--- src/sysctl_pkg.sv ---
// system control bits: constants, field positions and enumerations
// assumes: single 25 MHz processor clock domain
package sysctl_pkg;

  // ---------------------------------------------------------------------
  // field positions
  // ---------------------------------------------------------------------
  localparam int unsigned BIT_BKG_REGION   = 17;
  localparam int unsigned BIT_WAIT_NOTRAP  = 16;
  localparam int unsigned BIT_ICACHE       = 12;
  localparam int unsigned BIT_ENDIAN_DIS   = 8;
  localparam int unsigned BIT_IT_RESTRICT  = 7;
  localparam int unsigned BIT_UNKNOWN      = 6;
  localparam int unsigned BIT_BARRIER_EN   = 5;
  localparam int unsigned BIT_DCACHE       = 2;
  localparam int unsigned BIT_ALIGN_CHK    = 1;
  localparam int unsigned BIT_PU_ENABLE    = 0;

  // ---------------------------------------------------------------------
  // coprocessor move encoding of the register
  // ---------------------------------------------------------------------
  localparam logic [2:0] ENC_OPC1 = 3'h0;
  localparam logic [2:0] ENC_OPC2 = 3'h0;
  localparam logic [3:0] ENC_CRN  = 4'h1;
  localparam logic [3:0] ENC_CRM  = 4'h0;

  // ---------------------------------------------------------------------
  // values and reset
  // ---------------------------------------------------------------------
  // writable lower-half bits (bit 6 ignores writes)
  localparam logic [31:0] WR_MASK     = 32'h0003_11a7;
  // fixed ones in the lower half (bits 11, 4, 3)
  localparam logic [31:0] FIXED_ONES  = 32'h0000_0818;
  // bits are unknown at reset; a defined zero is kept for the flops
  localparam logic [31:0] RESET_VALUE = 32'h0000_0000;
  localparam logic [3:0]  IT_PLAIN    = 4'h8;
  localparam logic [3:0]  BARRIER_CP  = 4'hf;

  // exception levels of the requester
  typedef enum logic [1:0] {
    SYSCTL_EL0 = 2'h0,
    SYSCTL_EL1 = 2'h1,
    SYSCTL_EL2 = 2'h2
  } sysctl_el_t;

  // outcome of a coprocessor move
  typedef enum logic [1:0] {
    SYSCTL_ACC_OK,
    SYSCTL_ACC_UNDEF,
    SYSCTL_ACC_HYP_TRAP
  } sysctl_acc_t;

endpackage : sysctl_pkg

--- src/sysctl_ctl_if.sv ---
// control-bit bundle passed from the register to the checkers
// assumes: driven by one register module, read by the checker module
`timescale 1ns/1ps
interface sysctl_ctl_if;
  logic bkg_region;
  logic wait_for_irq_trap_disable;
  logic icache;
  logic endian_disable;
  logic it_restrict;
  logic barrier_enable;
  logic dcache;
  logic align_check;
  logic pu_enable_eff;

  modport src (output bkg_region, wait_for_irq_trap_disable, icache,
               endian_disable, it_restrict, barrier_enable, dcache,
               align_check, pu_enable_eff);
  modport dst (input  bkg_region, wait_for_irq_trap_disable, icache,
               endian_disable, it_restrict, barrier_enable, dcache,
               align_check, pu_enable_eff);
endinterface : sysctl_ctl_if

--- src/sysctl_ifthen_chk.sv ---
// decode of if-then restricted halfwords
// assumes: halfword inputs come from same-clock decoder logic
`timescale 1ns/1ps
module sysctl_ifthen_chk
  import sysctl_pkg::*;
(
  // instruction halfwords
  input  wire logic [15:0] it_hw1,
  input  wire logic [15:0] next_hw1,
  // results
  output      logic        it_bad,
  output      logic        next_bad
);

  // ---------------------------------------------------------------------
  // restricted pattern match of the instruction after if-then
  // ---------------------------------------------------------------------
  function automatic logic sysctl_restricted(input logic [15:0] h);
    sysctl_restricted = (h[15:14] == 2'h3)                     // 32-bit
                     || (h[15:12] == 4'hb)                     // misc 16
                     || (h[15:11] == 5'h14)                    // add pc
                     || (h[15:11] == 5'h09)                    // ldr pc
                     || ({h[15:12], h[10]} == 5'h09 && h[6:3] == 4'hf)
                     || (h[15:10] == 6'h11 && h[7] && h[2:0] == 3'h7);
  endfunction : sysctl_restricted

  // if-then itself only allowed with low nibble 1000
  assign it_bad   = (it_hw1[3:0] != IT_PLAIN);
  // condition pass does not matter here
  assign next_bad = sysctl_restricted(next_hw1);

endmodule : sysctl_ifthen_chk

--- src/sysctl_top.sv ---
// system control register, lower half, with access traps and checks
// assumes: one 25 MHz clock; decoder and protection unit share it;
// requests are one-cycle pulses from same-clock logic
`timescale 1ns/1ps
// Behaviour
// - no-region EL1 access faults, background off
// - background on: no-region EL1 access permitted
// - no-region EL0 access always translation faults
// - EL0 wait-for-irq traps when disable clear
// - conditional wait traps only when passing
// - icache bit clear: fetches non-cacheable
// - icache bit set: fetches cacheable
// - hyp default cacheable forces fetch cacheable
// - endian disable makes switch undefined
// - if-then nibble not 1000 undefined
// - restricted follower halfwords undefined
// - undefined regardless of condition pass
// - bit 6 ignores writes, reads unknown
// - barrier disable makes barriers undefined
// - dcache bit steers data cacheability
// - hyp default cacheable forces data cacheable
// - alignment bit clear: no ordinary check
// - alignment bit set: misaligned faults
// - exclusive and acquire always checked
// - general trap hides enable, reads stored
// - vm write and read traps
// - reachable EL1/EL2 only, sysreg trap
module sysctl_top
  import sysctl_pkg::*;
(
  // clock and reset
  input  wire logic        clock,
  input  wire logic        rstn,
  // hypervisor controls
  input  wire logic        hyp_default_cacheable,
  input  wire logic        hyp_general_trap,
  input  wire logic        hyp_vm_write_trap,
  input  wire logic        hyp_vm_read_trap,
  input  wire logic        hyp_sysreg_trap_one,
  // coprocessor move request
  input  wire logic        mv_valid,
  input  wire logic        mv_write,
  input  wire logic [1:0]  mv_el,
  input  wire logic [2:0]  mv_opc1,
  input  wire logic [2:0]  mv_opc2,
  input  wire logic [3:0]  mv_crn,
  input  wire logic [3:0]  mv_crm,
  input  wire logic [31:0] mv_wdata,
  // coprocessor move answer
  output      logic        mv_done_r,
  output      logic [1:0]  mv_result_r,
  output      logic [31:0] mv_rdata_r,
  // instruction check request
  input  wire logic        in_valid,
  input  wire logic [1:0]  in_el,
  input  wire logic        in_wait_for_irq_instr,
  input  wire logic        in_cond_pass,
  input  wire logic        in_would_sleep,
  input  wire logic        in_endian_switch,
  input  wire logic        in_barrier,
  input  wire logic [3:0]  in_coproc,
  input  wire logic        in_is_it,
  input  wire logic        in_after_it,
  input  wire logic [15:0] in_hw1,
  // instruction check answer
  output      logic        in_done_r,
  output      logic        in_undef_r,
  // memory access request
  input  wire logic        ma_valid,
  input  wire logic [1:0]  ma_el,
  input  wire logic        ma_fetch,
  input  wire logic        ma_normal,
  input  wire logic        ma_region_hit,
  input  wire logic        ma_misaligned,
  input  wire logic        ma_excl_acq_rel,
  // memory access answer
  output      logic        ma_done_r,
  output      logic        ma_region_fault_r,
  output      logic        ma_translation_fault_r,
  output      logic        ma_align_fault_r,
  output      logic        ma_cacheable_r,
  output      logic        ma_write_through_r,
  output      logic        ma_background_r,
  // live control levels
  output      logic [31:0] ctl_value_r
);

  // ---------------------------------------------------------------------
  // storage
  // ---------------------------------------------------------------------
  logic [31:0] ctl_r;
  logic [31:0] ctl_nxt;
  logic        unknown_bit_r;
  logic        mv_hit;
  logic        mv_trap;
  logic        mv_undef;
  logic        it_bad;
  logic        next_bad;
  logic        in_lowel;
  logic        ma_lowel;

  sysctl_ctl_if ctl ();

  // encoding match of this register
  assign mv_hit = (mv_opc1 == ENC_OPC1) && (mv_opc2 == ENC_OPC2)
               && (mv_crn == ENC_CRN) && (mv_crm == ENC_CRM);

  // EL0 and EL1 under general trap cannot reach it
  assign mv_undef = !mv_hit || (mv_el == SYSCTL_EL0)
                 || (mv_el == SYSCTL_EL1 && hyp_general_trap);
  // EL1 traps: sysreg trap on any, vm traps by direction
  assign mv_trap = (mv_el == SYSCTL_EL1) && (hyp_sysreg_trap_one
                 || (mv_write && hyp_vm_write_trap)
                 || (!mv_write && hyp_vm_read_trap));

  // masked write; bit 6 is not in the mask, fixed bits forced
  assign ctl_nxt = (mv_wdata & WR_MASK) | FIXED_ONES;

  // ---------------------------------------------------------------------
  // register update
  // ---------------------------------------------------------------------
  always_ff @(posedge clock) begin
    if (!rstn) begin
      ctl_r <= RESET_VALUE | FIXED_ONES;
    end else if (mv_valid && mv_write && !mv_undef && !mv_trap) begin
      ctl_r <= ctl_nxt;
    end
  end

  // free-running bit gives the unknown value of bit 6
  always_ff @(posedge clock) begin
    if (!rstn) begin
      unknown_bit_r <= 1'b0;
    end else begin
      unknown_bit_r <= ~unknown_bit_r;
    end
  end

  // move answer; reads show stored enable even under general trap
  always_ff @(posedge clock) begin
    if (!rstn) begin
      mv_done_r   <= 1'b0;
      mv_result_r <= SYSCTL_ACC_OK;
      mv_rdata_r  <= 32'h0000_0000;
    end else begin
      mv_done_r <= mv_valid;
      if (mv_valid) begin
        if (mv_undef) begin
          mv_result_r <= SYSCTL_ACC_UNDEF;
          mv_rdata_r  <= 32'h0000_0000;
        end else if (mv_trap) begin
          mv_result_r <= SYSCTL_ACC_HYP_TRAP;
          mv_rdata_r  <= 32'h0000_0000;
        end else begin
          mv_result_r <= SYSCTL_ACC_OK;
          mv_rdata_r  <= mv_write ? 32'h0000_0000
                       : {ctl_r[31:7], unknown_bit_r, ctl_r[5:0]};
        end
      end
    end
  end

  // ---------------------------------------------------------------------
  // control levels to the checkers
  // ---------------------------------------------------------------------
  assign ctl.bkg_region       = ctl_r[BIT_BKG_REGION];
  assign ctl.wait_for_irq_trap_disable = ctl_r[BIT_WAIT_NOTRAP];
  assign ctl.icache           = ctl_r[BIT_ICACHE];
  assign ctl.endian_disable   = ctl_r[BIT_ENDIAN_DIS];
  assign ctl.it_restrict      = ctl_r[BIT_IT_RESTRICT];
  assign ctl.barrier_enable   = ctl_r[BIT_BARRIER_EN];
  assign ctl.dcache           = ctl_r[BIT_DCACHE];
  assign ctl.align_check      = ctl_r[BIT_ALIGN_CHK];
  // general trap makes the unit look disabled
  assign ctl.pu_enable_eff    = ctl_r[BIT_PU_ENABLE]
                             && !hyp_general_trap;

  always_ff @(posedge clock) begin
    if (!rstn) begin
      ctl_value_r <= RESET_VALUE | FIXED_ONES;
    end else begin
      ctl_value_r <= ctl_r;
    end
  end

  sysctl_ifthen_chk u_it (
    .it_hw1   (in_hw1),
    .next_hw1 (in_hw1),
    .it_bad   (it_bad),
    .next_bad (next_bad)
  );

  // ---------------------------------------------------------------------
  // instruction checks
  // ---------------------------------------------------------------------
  assign in_lowel = (in_el == SYSCTL_EL0) || (in_el == SYSCTL_EL1);

  // any one cause makes the instruction undefined
  always_ff @(posedge clock) begin
    if (!rstn) begin
      in_done_r  <= 1'b0;
      in_undef_r <= 1'b0;
    end else begin
      in_done_r  <= in_valid;
      in_undef_r <= in_valid && (
          (in_wait_for_irq_instr && in_el == SYSCTL_EL0
             && in_cond_pass && in_would_sleep
             && !ctl.wait_for_irq_trap_disable)
       || (in_lowel && in_endian_switch && ctl.endian_disable)
       || (in_lowel && in_barrier && in_coproc == BARRIER_CP
             && !ctl.barrier_enable)
       || (in_lowel && ctl.it_restrict && in_is_it && it_bad)
       || (in_lowel && ctl.it_restrict && in_after_it
             && next_bad));
    end
  end

  // ---------------------------------------------------------------------
  // memory access attributes and faults
  // ---------------------------------------------------------------------
  assign ma_lowel = (ma_el == SYSCTL_EL0) || (ma_el == SYSCTL_EL1);

  always_ff @(posedge clock) begin
    if (!rstn) begin
      ma_done_r              <= 1'b0;
      ma_region_fault_r      <= 1'b0;
      ma_translation_fault_r <= 1'b0;
      ma_background_r        <= 1'b0;
    end else begin
      ma_done_r <= ma_valid;
      ma_region_fault_r <= ma_valid && ctl.pu_enable_eff && !ma_region_hit
                         && ma_el == SYSCTL_EL1 && !ctl.bkg_region;
      ma_background_r   <= ma_valid && ctl.pu_enable_eff && !ma_region_hit
                         && ma_el == SYSCTL_EL1 && ctl.bkg_region;
      ma_translation_fault_r <= ma_valid && ctl.pu_enable_eff
                         && !ma_region_hit && ma_el == SYSCTL_EL0;
    end
  end

  // alignment: ordinary accesses only when enabled, special always
  always_ff @(posedge clock) begin
    if (!rstn) begin
      ma_align_fault_r <= 1'b0;
    end else begin
      ma_align_fault_r <= ma_valid && ma_lowel && !ma_fetch
        && ma_misaligned && (ma_excl_acq_rel
        || ctl.align_check);
    end
  end

  // cacheability; default-cacheable overrides both bits
  always_ff @(posedge clock) begin
    if (!rstn) begin
      ma_cacheable_r     <= 1'b0;
      ma_write_through_r <= 1'b0;
    end else begin
      ma_cacheable_r <= ma_valid && ma_lowel && ma_normal
        && (hyp_default_cacheable
        || (ma_fetch ? ctl.icache : ctl.dcache));
      // unit off: fetches write-through when icache bit set
      ma_write_through_r <= ma_valid && ma_lowel && ma_fetch
        && !ctl.pu_enable_eff && ctl.icache;
    end
  end

  // ---------------------------------------------------------------------
  // checks
  // ---------------------------------------------------------------------
  a_bkg_fault: assert property (@(posedge clock) disable iff (!rstn)
    ma_valid && ma_el == SYSCTL_EL1 && !ma_region_hit
    && ctl_r[BIT_PU_ENABLE] && !hyp_general_trap && !ctl_r[BIT_BKG_REGION]
    |=> ma_region_fault_r && !ma_background_r)
    else $error("missing background fault");
  a_el0_xlate: assert property (@(posedge clock) disable iff (!rstn)
    ma_valid && ma_el == SYSCTL_EL0 && !ma_region_hit && ctl.pu_enable_eff
    |=> ma_translation_fault_r && !ma_region_fault_r)
    else $error("el0 miss without translation fault");
  a_wait_trap: assert property (@(posedge clock) disable iff (!rstn)
    in_valid && in_wait_for_irq_instr && in_el == SYSCTL_EL0 && in_cond_pass
    && in_would_sleep && !ctl_r[BIT_WAIT_NOTRAP] |=> in_undef_r)
    else $error("wait for irq not trapped");
  a_align_excl: assert property (@(posedge clock) disable iff (!rstn)
    ma_valid && ma_lowel && !ma_fetch && ma_misaligned && ma_excl_acq_rel
    |=> ma_align_fault_r)
    else $error("exclusive misalign not faulted");
  a_dc_force: assert property (@(posedge clock) disable iff (!rstn)
    ma_valid && ma_lowel && ma_normal && hyp_default_cacheable
    |=> ma_cacheable_r)
    else $error("default cacheable ignored");
  a_vm_wtrap: assert property (@(posedge clock) disable iff (!rstn)
    mv_valid && mv_hit && mv_write && mv_el == SYSCTL_EL1
    && !hyp_general_trap && hyp_vm_write_trap
    |=> mv_result_r == SYSCTL_ACC_HYP_TRAP && $stable(ctl_r))
    else $error("vm write trap missed");
  a_el0_undef: assert property (@(posedge clock) disable iff (!rstn)
    mv_valid && mv_el == SYSCTL_EL0
    |=> mv_result_r == SYSCTL_ACC_UNDEF)
    else $error("el0 reached the register");
  a_bit6_wi: assert property (@(posedge clock) disable iff (!rstn)
    ##1 ctl_r[BIT_UNKNOWN] == 1'b0)
    else $error("bit 6 stored a write");
  a_endian_undef: assert property (@(posedge clock) disable iff (!rstn)
    in_valid && in_lowel && in_endian_switch && ctl_r[BIT_ENDIAN_DIS]
    |=> in_undef_r)
    else $error("endian switch not undefined");

endmodule : sysctl_top
--- config.mk ---
export PLATFORM = sky130hd
export DESIGN_NAME = sysctl_top
export DESIGN_NICKNAME = d
export VERILOG_FILES = /design/src/sysctl_pkg.sv /design/src/sysctl_ctl_if.sv /design/src/sysctl_ifthen_chk.sv /design/src/sysctl_top.sv
export SDC_FILE = /design/constraint.sdc
export NUM_CORES = 1
export LEC_CHECK = 0
export BUFFER_PORTS_ARGS = -buffer_cell sky130_fd_sc_hd__buf_2
export CAP_MARGIN = 20
export CORE_ASPECT_RATIO = 0.5
export CORE_MARGIN = 2
export CORE_UTILIZATION = 39
export CTS_CLUSTER_SIZE = 24
export DETAILED_ROUTE_END_ITERATION = 16
export HOLD_SLACK_MARGIN = 0.12
export PLACE_DENSITY_LB_ADDON = 0.12
export SYNTH_ARGS = -nofsm -noshare
export SYNTH_HDL_FRONTEND = slang
export SYNTH_SLANG_ARGS = --single-unit
export TNS_END_PERCENT = 100
--- constraint.sdc ---
create_clock -name clock -period 1.59 [get_ports clock]
set_input_delay 0.0795 -clock clock [delete_from_list [all_inputs] [get_ports clock]]
set_output_delay 0.0795 -clock clock [all_outputs]
set_load 0.01 [all_outputs]
# Word-level counts from Yosys, hierarchy flattened
# Cells that the tools add are included.
[totals]
word_cells = 114
out_inout_bits = 76
in_bits = 95
ff_bits = 63
[classes]
n_eq_ne = 14
n_reduce_logical = 78
mux = 6
bitwise_logic = 1
[op_table]
columns = ["operator", "n"]
rows = [
  ["2-to-1 mux 18 bit", 3],
  ["logical AND 1 bit", 44],
  ["logical OR 1 bit", 17],
  ["equality test 4 bit (second input constant)", 3],
  ["zero test 1 bit", 11],
  ["equality test 5 x 4 -> 1 bit (second input constant)", 2],
  ["equality test 2 x 1 -> 1 bit (second input constant)", 3],
  ["equality test 6 x 5 -> 1 bit (second input constant)", 1],
  ["zero test 2 bit", 3],
  ["zero test 3 bit", 2],
  ["equality test 5 bit (second input constant)", 1],
  ["equality test 4 x 1 -> 1 bit (second input constant)", 1],
  ["zero test 4 bit", 1],
  ["2-to-1 mux 2 bit", 2],
  ["inequality test 4 bit (second input constant)", 1],
  ["equality test 3 bit (second input constant)", 1],
  ["equality test 2 bit (second input constant)", 1],
  ["2-to-1 mux 1 bit", 1],
  ["NOT 1 bit", 1],
]

# Depth between registers and ports, before layout
# Gate-level depths: netlist of run 1.
[logic_depth]
depth_word = 10
depth_mapped = 5
depth_no_buf = 4

# By module
# From an unflattened synthesis of run 1, not the netlist that was laid out.
[unflattened]
hier_cells = 222
hier_area_um2 = 2123.3
[by_module_without_submodules]
columns = ["mod", "seq_area_each_um2", "n_inst", "area_per_inst_um2", "cells_per_inst"]
rows = [
  ["sysctl_top", 840.8, 1, 2049.5, 211],
  ["sysctl_ifthen_chk", 0.0, 1, 73.8, 11],
]

# Worst setup path after synthesis of run 1
# OpenSTA, ideal clock, no wires.
[synth_path]
path_type = "in2reg"
start = "input mv_crm[1]"
end = "register ctl_r[0]"
required_time_ns = 1.518
path_slack_ns = 0.417
path_stages = 5
path_buffers = 1
setup_time_ns = 0.072
arrival_time_ns = 1.102
path_cell_list = "nor4_2 -> o211ai_1 -> nor4b_4 -> buf_6 -> mux2i_1"
[synth_between]
elab_chain_cells = 8
[synth_rtl]
columns = ["item", "line", "source"]
rows = [
  ["start: declaration", "sysctl_top.sv:47", "input wire logic [3:0] mv_crm,"],
  ["zero test 4 bit", "sysctl_top.sv:106", "&& (mv_crn == ENC_CRN) && (mv_crm == ENC_CRM);"],
  ["logical AND 1 bit", "sysctl_top.sv:106", ""],
  ["zero test 1 bit", "sysctl_top.sv:109", "assign mv_undef = !mv_hit || (mv_el == SYSCTL_EL0)"],
  ["logical OR 1 bit", "sysctl_top.sv:109", ""],
  ["logical OR 1 bit", "sysctl_top.sv:110", "|| (mv_el == SYSCTL_EL1 && hyp_general_trap);"],
  ["zero test 1 bit", "sysctl_top.sv:125", "end else if (mv_valid && mv_write && !mv_undef && !mv_trap) begin"],
  ["logical AND 1 bit (2 in series)", "sysctl_top.sv:125", ""],
  ["end signal: assignment", "sysctl_top.sv:124", "ctl_r <= RESET_VALUE | FIXED_ONES;"],
  ["end signal: assignment", "sysctl_top.sv:126", "ctl_r <= ctl_nxt;"],
  ["end: declaration", "sysctl_top.sv:91", "logic [31:0] ctl_r;"],
]
# No other way between the ends.
# A chain may end at the register's enable or synchronous reset.

# Worst setup path in the final report of run 1
[layout_path]
start = "input ma_region_hit"
end = "register ma_region_fault_r"
[layout_between]
elab_chain_cells = 4
[layout_rtl]
columns = ["item", "line", "source"]
rows = [
  ["start: declaration", "sysctl_top.sv:73", "input wire logic ma_region_hit,"],
  ["zero test 1 bit", "sysctl_top.sv:231", "ma_region_fault_r <= ma_valid && ctl.pu_enable_eff && !ma_region_hit"],
  ["logical AND 1 bit", "sysctl_top.sv:231", ""],
  ["logical AND 1 bit (2 in series)", "sysctl_top.sv:232", "&& ma_el == SYSCTL_EL1 && !ctl.bkg_region;"],
  ["end signal: assignment", "sysctl_top.sv:231", ""],
  ["end: declaration", "sysctl_top.sv:78", "output logic ma_region_fault_r,"],
]
# No other way between the ends.

==> metrics.md, run 1 <==
| Metric | Value |
|---|---|
| CTS Buffer Depth | 2 |
| GRT Total Usage | 0.1579 |
| Slowest stage delay, CP | 0.58 ns |
| Kind of critical path | in -> reg |
| Crit. End Element | register |
| IO buf count | 103 |
| CP cell instances | dlygate4sd3_1 -> buf_2 -> nor2_1 -> nand4_1 -> dlygate4sd3_1 -> nor2_1 |
| Initial Util | 0.4153 |
| Final total power | 0.002370 W |
| Crit share post-route | 0.8643 |
| Clock transition at path regs | 0.08 ns |
| Area leader, netlist | dfxtp_1 |
| Synthesis-to-finish area growth | 39.36% |
| Part of the power in registers | 0.448 |
| Max VDD drop | 0.4287 mV |
| Seq/Total Area, Yosys | 0.3995 |
| Layout cell share with drive strength beyond 1 | 0.3482 |
| Final Max Slew Viols | 0 |
| Cells after synthesis | 233 |
| Vias per cell | 4.308 |
| Leading post-synthesis cells by cell area | dfxtp_1 (40%), buf_4 (16%), nand4_1 (4.5%), mux2i_1 (4.3%), a21boi_1 (4.3%) |
| # fillers | 479 |
| Cell Area, Synth | 2105 sq um |
| TritonCTS buffer count | 5 |
| Switching power total | 0.0005043 W |
| Cell variety after synth | 40 |
| Vias in the first global route | 1,696 |
| First-pass GRT wire length | 7.583 mm |
| Power per cell area | 808.0 nW/um^2 |
| DR vias | 1,848 |
| Drt drc | 0 |
| Static Leak | 1.488 nW |
| CTS tree | yes |
| Max_cap viols | 0 |
| Clk pwr share | 0.437 |
| HPWL Detailed | 3.558 mm |
| Total Wirelength | 4.892 mm |
| Yosys reg bits | 42 |
| Clock Latency Late Sink | 0.29 ns |
| Die H | 55.95 microns |
| CP max FO | 2 |
| Hold Vio Cnt, Final | 0 |
| Critical Path AT | 1.60 ns |
| Post-route ant nets | 0 |
| Inserted Diodes | 0 |
| GRT overflow | 0 |
| Initial DRC count | 37 |
| Largest net degree at the start of global routing | 31 |
| CTS sink cnt | 42 |
| Comb pwr share | 0.115 |
| Post-Layout Cell Count | 429 |
| Drt pass-1 iters | 4 |
| Cell count after placement | 398 |
| Ports | 171 |
| Crit path launch type | primary input |
| Sw Ratio | 0.2128 |
| Skew final | 0.005702 ns |
| Critical Path RT | 1.82 ns |
| Root Buffer | clkbuf_8 |
| Avg Synthesized Cell Area | 9.032 sq um |
| Share of the synthesized area in the top cell type | 0.3995 |
| Per-cell routed wire length | 11.40 microns |
| Nets@finish | 453 |
| Fmax | 727.7 MHz |
| Final Critical Period | 1.374 ns |
| Core area | 5067 sq um |
| Placer congestion estimate | 0.7877 |
| Number of cell rows | 18 |
| TNS Setup | 0 ns |
| Status | completed |
| Setup-failing EPs final | 0 |
| CP max-delay cell | dlygate4sd3_1 |
| Htree depth | 2 |
| Synth Warn # | 0 |
| Initial antenna violation count | 0 |
| DIE AREA | 6036 sq um |
| P_int | 0.001865 W |
| Worst hold path class | in -> reg |
| Die X | 107.9 microns |
| RSZ-0062 raised after global routing | no |
[layer usage]
layer / vias to the layer above / wire length (microns) / track usage
met3: 2 / 392 / 0.03747
met1: 823 / 2200 / 0.2001
met2: 79 / 2280 / 0.2713
li1: 944 / - / -
met4: 0 / 19 / 0.03846
met5: - / 0 / 0
[Yosys cell counts]
cell       count
a2111oi_0      1
a21boi_1      12
a21o_1         1
a21oi_1        2
a41o_1         1
and2_1         3
and2b_1        1
and3_1         1
and3b_1        1
and4_1         1
and4b_1        2
and4bb_1       1
buf_2          2
buf_4         44
buf_6          1
clkbuf_1       7
conb_1         2
dfxtp_1       42
inv_1         14
mux2_4         1
mux2i_1        9
nand2_1       20
nand2b_1      12
nand3_1        2
nand4_1       15
nor2_1         6
nor2b_1       13
nor3_1         2
nor3b_1        1
nor4_2         2
nor4b_4        1
nor4bb_1       1
o2111a_1       1
o211ai_1       1
o21a_1         1
o21ai_0        2
o21ai_4        1
o311ai_0       1
or2_2          1
or4b_1         1
[power by group through the flow]
stage                     logic [W]  clock network, W  registers (W)
after floorplan            0.000192                 0        0.00109
after global placement     0.000230                 0        0.00109
after detailed placement   0.000233                 0        0.00109
after CTS                  0.000271           0.00106        0.00106
after global routing       0.000303           0.00110        0.00106
final                      0.000273           0.00103        0.00106
[flip-flops by register name, indices dropped and copies added, names as in the netlist, 2 cells and up]
register,flops
mv_result_r,2
mv_rdata_r,11
ctl_r,9
ctl_value_r,9
[critical path, delay by kind of cell]
family	cells	cell delay (ns)
AND/OR/NAND/NOR	3	0.29
buffers and inverters	3	1.23
[metrics by stage]
stage | util | instance area (sq um) | setup WS [ns] | hold slack (ns)
after floorplan | - | 2255 | 0.4169 | 0.1552
after global placement | 0.5007 | 2537 | 0.1350 | 0.2919
after detailed placement | 0.5007 | 2537 | 0.1157 | 0.2970
after CTS | 0.5723 | 2900 | 0.04187 | 0.1201
after global routing | 0.5788 | 2933 | 0.1138 | 0.1223
final | 0.5788 | 2933 | 0.2158 | 0.1187
[final cells by class]
cell class	instances	area, sq um	area share
inverter	14	52.55	0.01792
clock inverter	2	60.06	0.02048
tap	70	87.58	0.02986
timing repair buffer	132	823.3	0.2807
multi-input combinational	163	985.9	0.3362
sequential	42	840.8	0.2867
clock buffer	6	82.58	0.02816
[cell usage in the layout (no fill, tap or decap), drive strengths merged, types with 3 or more instances in the layout]
cell,count
buf,109
nand2,20
nand4,15
mux2i,9
dfxtp,42
o21ai,3
clkbuf,7
conb,42
nor2,6
nor2b,13
nand2b,12
and2,3
dlygate4sd3,21
inv,14
a21boi,12
[worst paths after layout]
kind	start	endpoint	slack, ns	cells after the start
hold / removal	rstn	in_done_r	0.12	2
setup reg to reg	ctl_r[1]	ma_align_fault_r	0.27	3
setup / recovery	ma_region_hit	ma_region_fault_r	0.22	6
hold reg to reg	unknown_bit_r	unknown_bit_r	0.42	1
[timing repair]
action | 4_1_cts | 5_1_grt
gates resized for setup | 0 | 2
setup endpoints to repair | 0 | 4
hold endpoints to repair | 19 | 0
buffers inserted | 0 | 1
hold buffers | 22 | 0
[cell families after synthesis]
kind of cell | count (synthesis) | share of synthesized area
other cells | 2 | 0.003569
compound gates | 24 | 0.08919
buf+inv | 68 | 0.2045
simple gates | 87 | 0.2533
flops | 42 | 0.3995
mux | 10 | 0.04994
Note: power is estimated with default switching activity, not from simulation.
==> run 2, diff against run 1 <==
CORE_ASPECT_RATIO = not set   (was 0.5)
==> run 2 against run 1 <==
Against the previous run:
- via count is 1.4% lower
- non-clock buffer count fell by 2
- clock skew is 0.0015 ns higher
- combinational power hardly changed
- core utilization decreased by 2.2 points
- sequential share of layout area grew 0.54 points
- critical path depth is the same
- critical path type unchanged
- largest cell class unchanged
- largest power group unchanged
- highest routed layer unchanged
==> metrics.md, run 2 (synthesized netlist as in run 1, its figures left out) <==
| Metric | Value |
|---|---|
| Per-cell routed wire length | 11.45 microns |
| Max_cap viols | 0 |
| Fmax | 666.9 MHz |
| TritonCTS buffer count | 5 |
| Sw Ratio | 0.2335 |
| Top Registers | mv_rdata_r: 11 flops, ctl_r: 9 flops, ctl_value_r: 9 flops |
| Number of cell rows | 26 |
| Crit. End Element | register |
| # fillers | 529 |
| Vias per cell | 4.269 |
| Part of the power in registers | 0.492 |
| Skew final | 0.007158 ns |
| Inserted Diodes | 0 |
| DIE AREA | 6000 sq um |
| Setup-failing EPs final | 0 |
| Final total power | 0.002158 W |
| CP max FO | 4 |
| HPWL Detailed | 3.571 mm |
| Ports | 171 |
| Core area | 5172 sq um |
| Crit path launch type | primary input |
| CTS tree | yes |
| Hold Vio Cnt, Final | 0 |
| Comb pwr share | 0.125 |
| Fin Hold WS | 0.1770 ns |
| Final Critical Period | 1.500 ns |
| Initial Util | 0.4069 |
| Kind of critical path | in -> reg |
| Max reg flops | 11 |
| Status | completed |
| Final Max Slew Viols | 0 |
| Clock Latency Late Sink | 0.29 ns |
| First-pass GRT wire length | 7.721 mm |
| DR vias | 1,823 |
| IO buf count | 103 |
| Total Wirelength | 4.888 mm |
| CTS Buffer Depth | 2 |
| Largest reg by FF count | mv_rdata_r |
| RSZ-0062 raised after global routing | no |
| Synthesis-to-finish area growth | 36.80% |
| Nets@finish | 451 |
| CTS sink cnt | 42 |
| Critical Path AT | 1.67 ns |
| Clk pwr share | 0.383 |
| P_int | 0.001654 W |
| Switching power total | 0.0005039 W |
| Layout cell share with drive strength beyond 1 | 0.3501 |
| Crit share post-route | 0.9431 |
| Largest net degree at the start of global routing | 20 |
| Worst hold path class | in -> reg |
| Root Buffer | clkbuf_8 |
| Commonest non-fill, non-tap cells in the layout | buf_2 (102), conb_1 (42), dfxtp_1 (42) |
| Initial antenna violation count | 0 |
| TNS Setup | 0 ns |
| Drt pass-1 iters | 4 |
| Max VDD drop | 0.4158 mV |
| Die H | 77.46 microns |
| GRT overflow | 0 |
| Power per cell area | 749.5 nW/um^2 |
| Die X | 77.46 microns |
| GRT Total Usage | 0.1586 |
| Static Leak | 1.470 nW |
| Htree depth | 2 |
| Placer congestion estimate | 0.6896 |
| Initial DRC count | 63 |
| Clock transition at path regs | 0.08 ns |
| Post-route ant nets | 0 |
| Most common cell after layout, fill and taps aside | buf_2 |
| Critical Path RT | 1.76 ns |
| Vias in the first global route | 1,738 |
| Drt drc | 0 |
-- run 2: worst paths after layout --
check | startpoint | to | slack [ns] | cells past startpoint
worst max-delay path | ma_fetch | ma_cacheable_r | 0.09 | 6
worst min-delay path | in_hw1[15] | in_undef_r | 0.18 | 3
worst max register to register | ctl_r[12] | ma_cacheable_r | 0.22 | 4
worst min register to register | unknown_bit_r | unknown_bit_r | 0.42 | 1
-- run 2: worst max-delay path: stages --
cell,delay (ns)
dlygate4sd3_1,0.53
buf_2,0.14
a21oi_1,0.12
o21ai_0,0.08
and3_1,0.18
dlygate4sd3_1,0.55
-- run 2: repair_timing --
item / CTS / global route
endpoints found under the setup margin: 0 / 4
hold buffers: 20 / 0
gates resized for setup: 0 / 2
buffers inserted: 0 / 2
endpoints found under the hold margin: 18 / 0
-- run 2: through the flow --
stage	cell area (sq um)	utilization	std cells	setup WS [ns]
5_1_grt	2879	0.5566	427	0.04415
3_5_place_dp	2530	0.4891	397	0.1233
4_1_cts	2839	0.5489	425	0.07602
6_report	2879	0.5566	427	0.09041
2_1_floorplan	2255	-	273	0.4169
3_3_place_gp	2530	0.4891	397	0.1403
-- run 2: final cells by class --
cell class	count	area [sq um]	area share
clock buffer	5	68.82	0.02390
clock inverter	3	40.04	0.01391
inverter	14	52.55	0.01825
multi-input combinational	163	985.9	0.3425
sequential	42	840.8	0.2920
tap	70	87.58	0.03042
timing repair buffer	130	803.3	0.2790
-- run 2: power by group through the flow --
stage               logic, W  clock network [W]  registers, W
detailed placement  0.000236                  0       0.00109
global route        0.000301           0.000887       0.00106
CTS                 0.000269           0.000848       0.00106
floorplan           0.000192                  0       0.00109
finish              0.000270           0.000826       0.00106
global placement    0.000234                  0       0.00109
-- run 2: layer usage --
layer  vias to the layer above  wire, microns  track usage
met5                         -              0            0
met4                         0             43      0.04821
met2                        84           2337       0.2783
met1                       797           2106       0.1919
met3                         5            400      0.03721
li1                        937              -            -
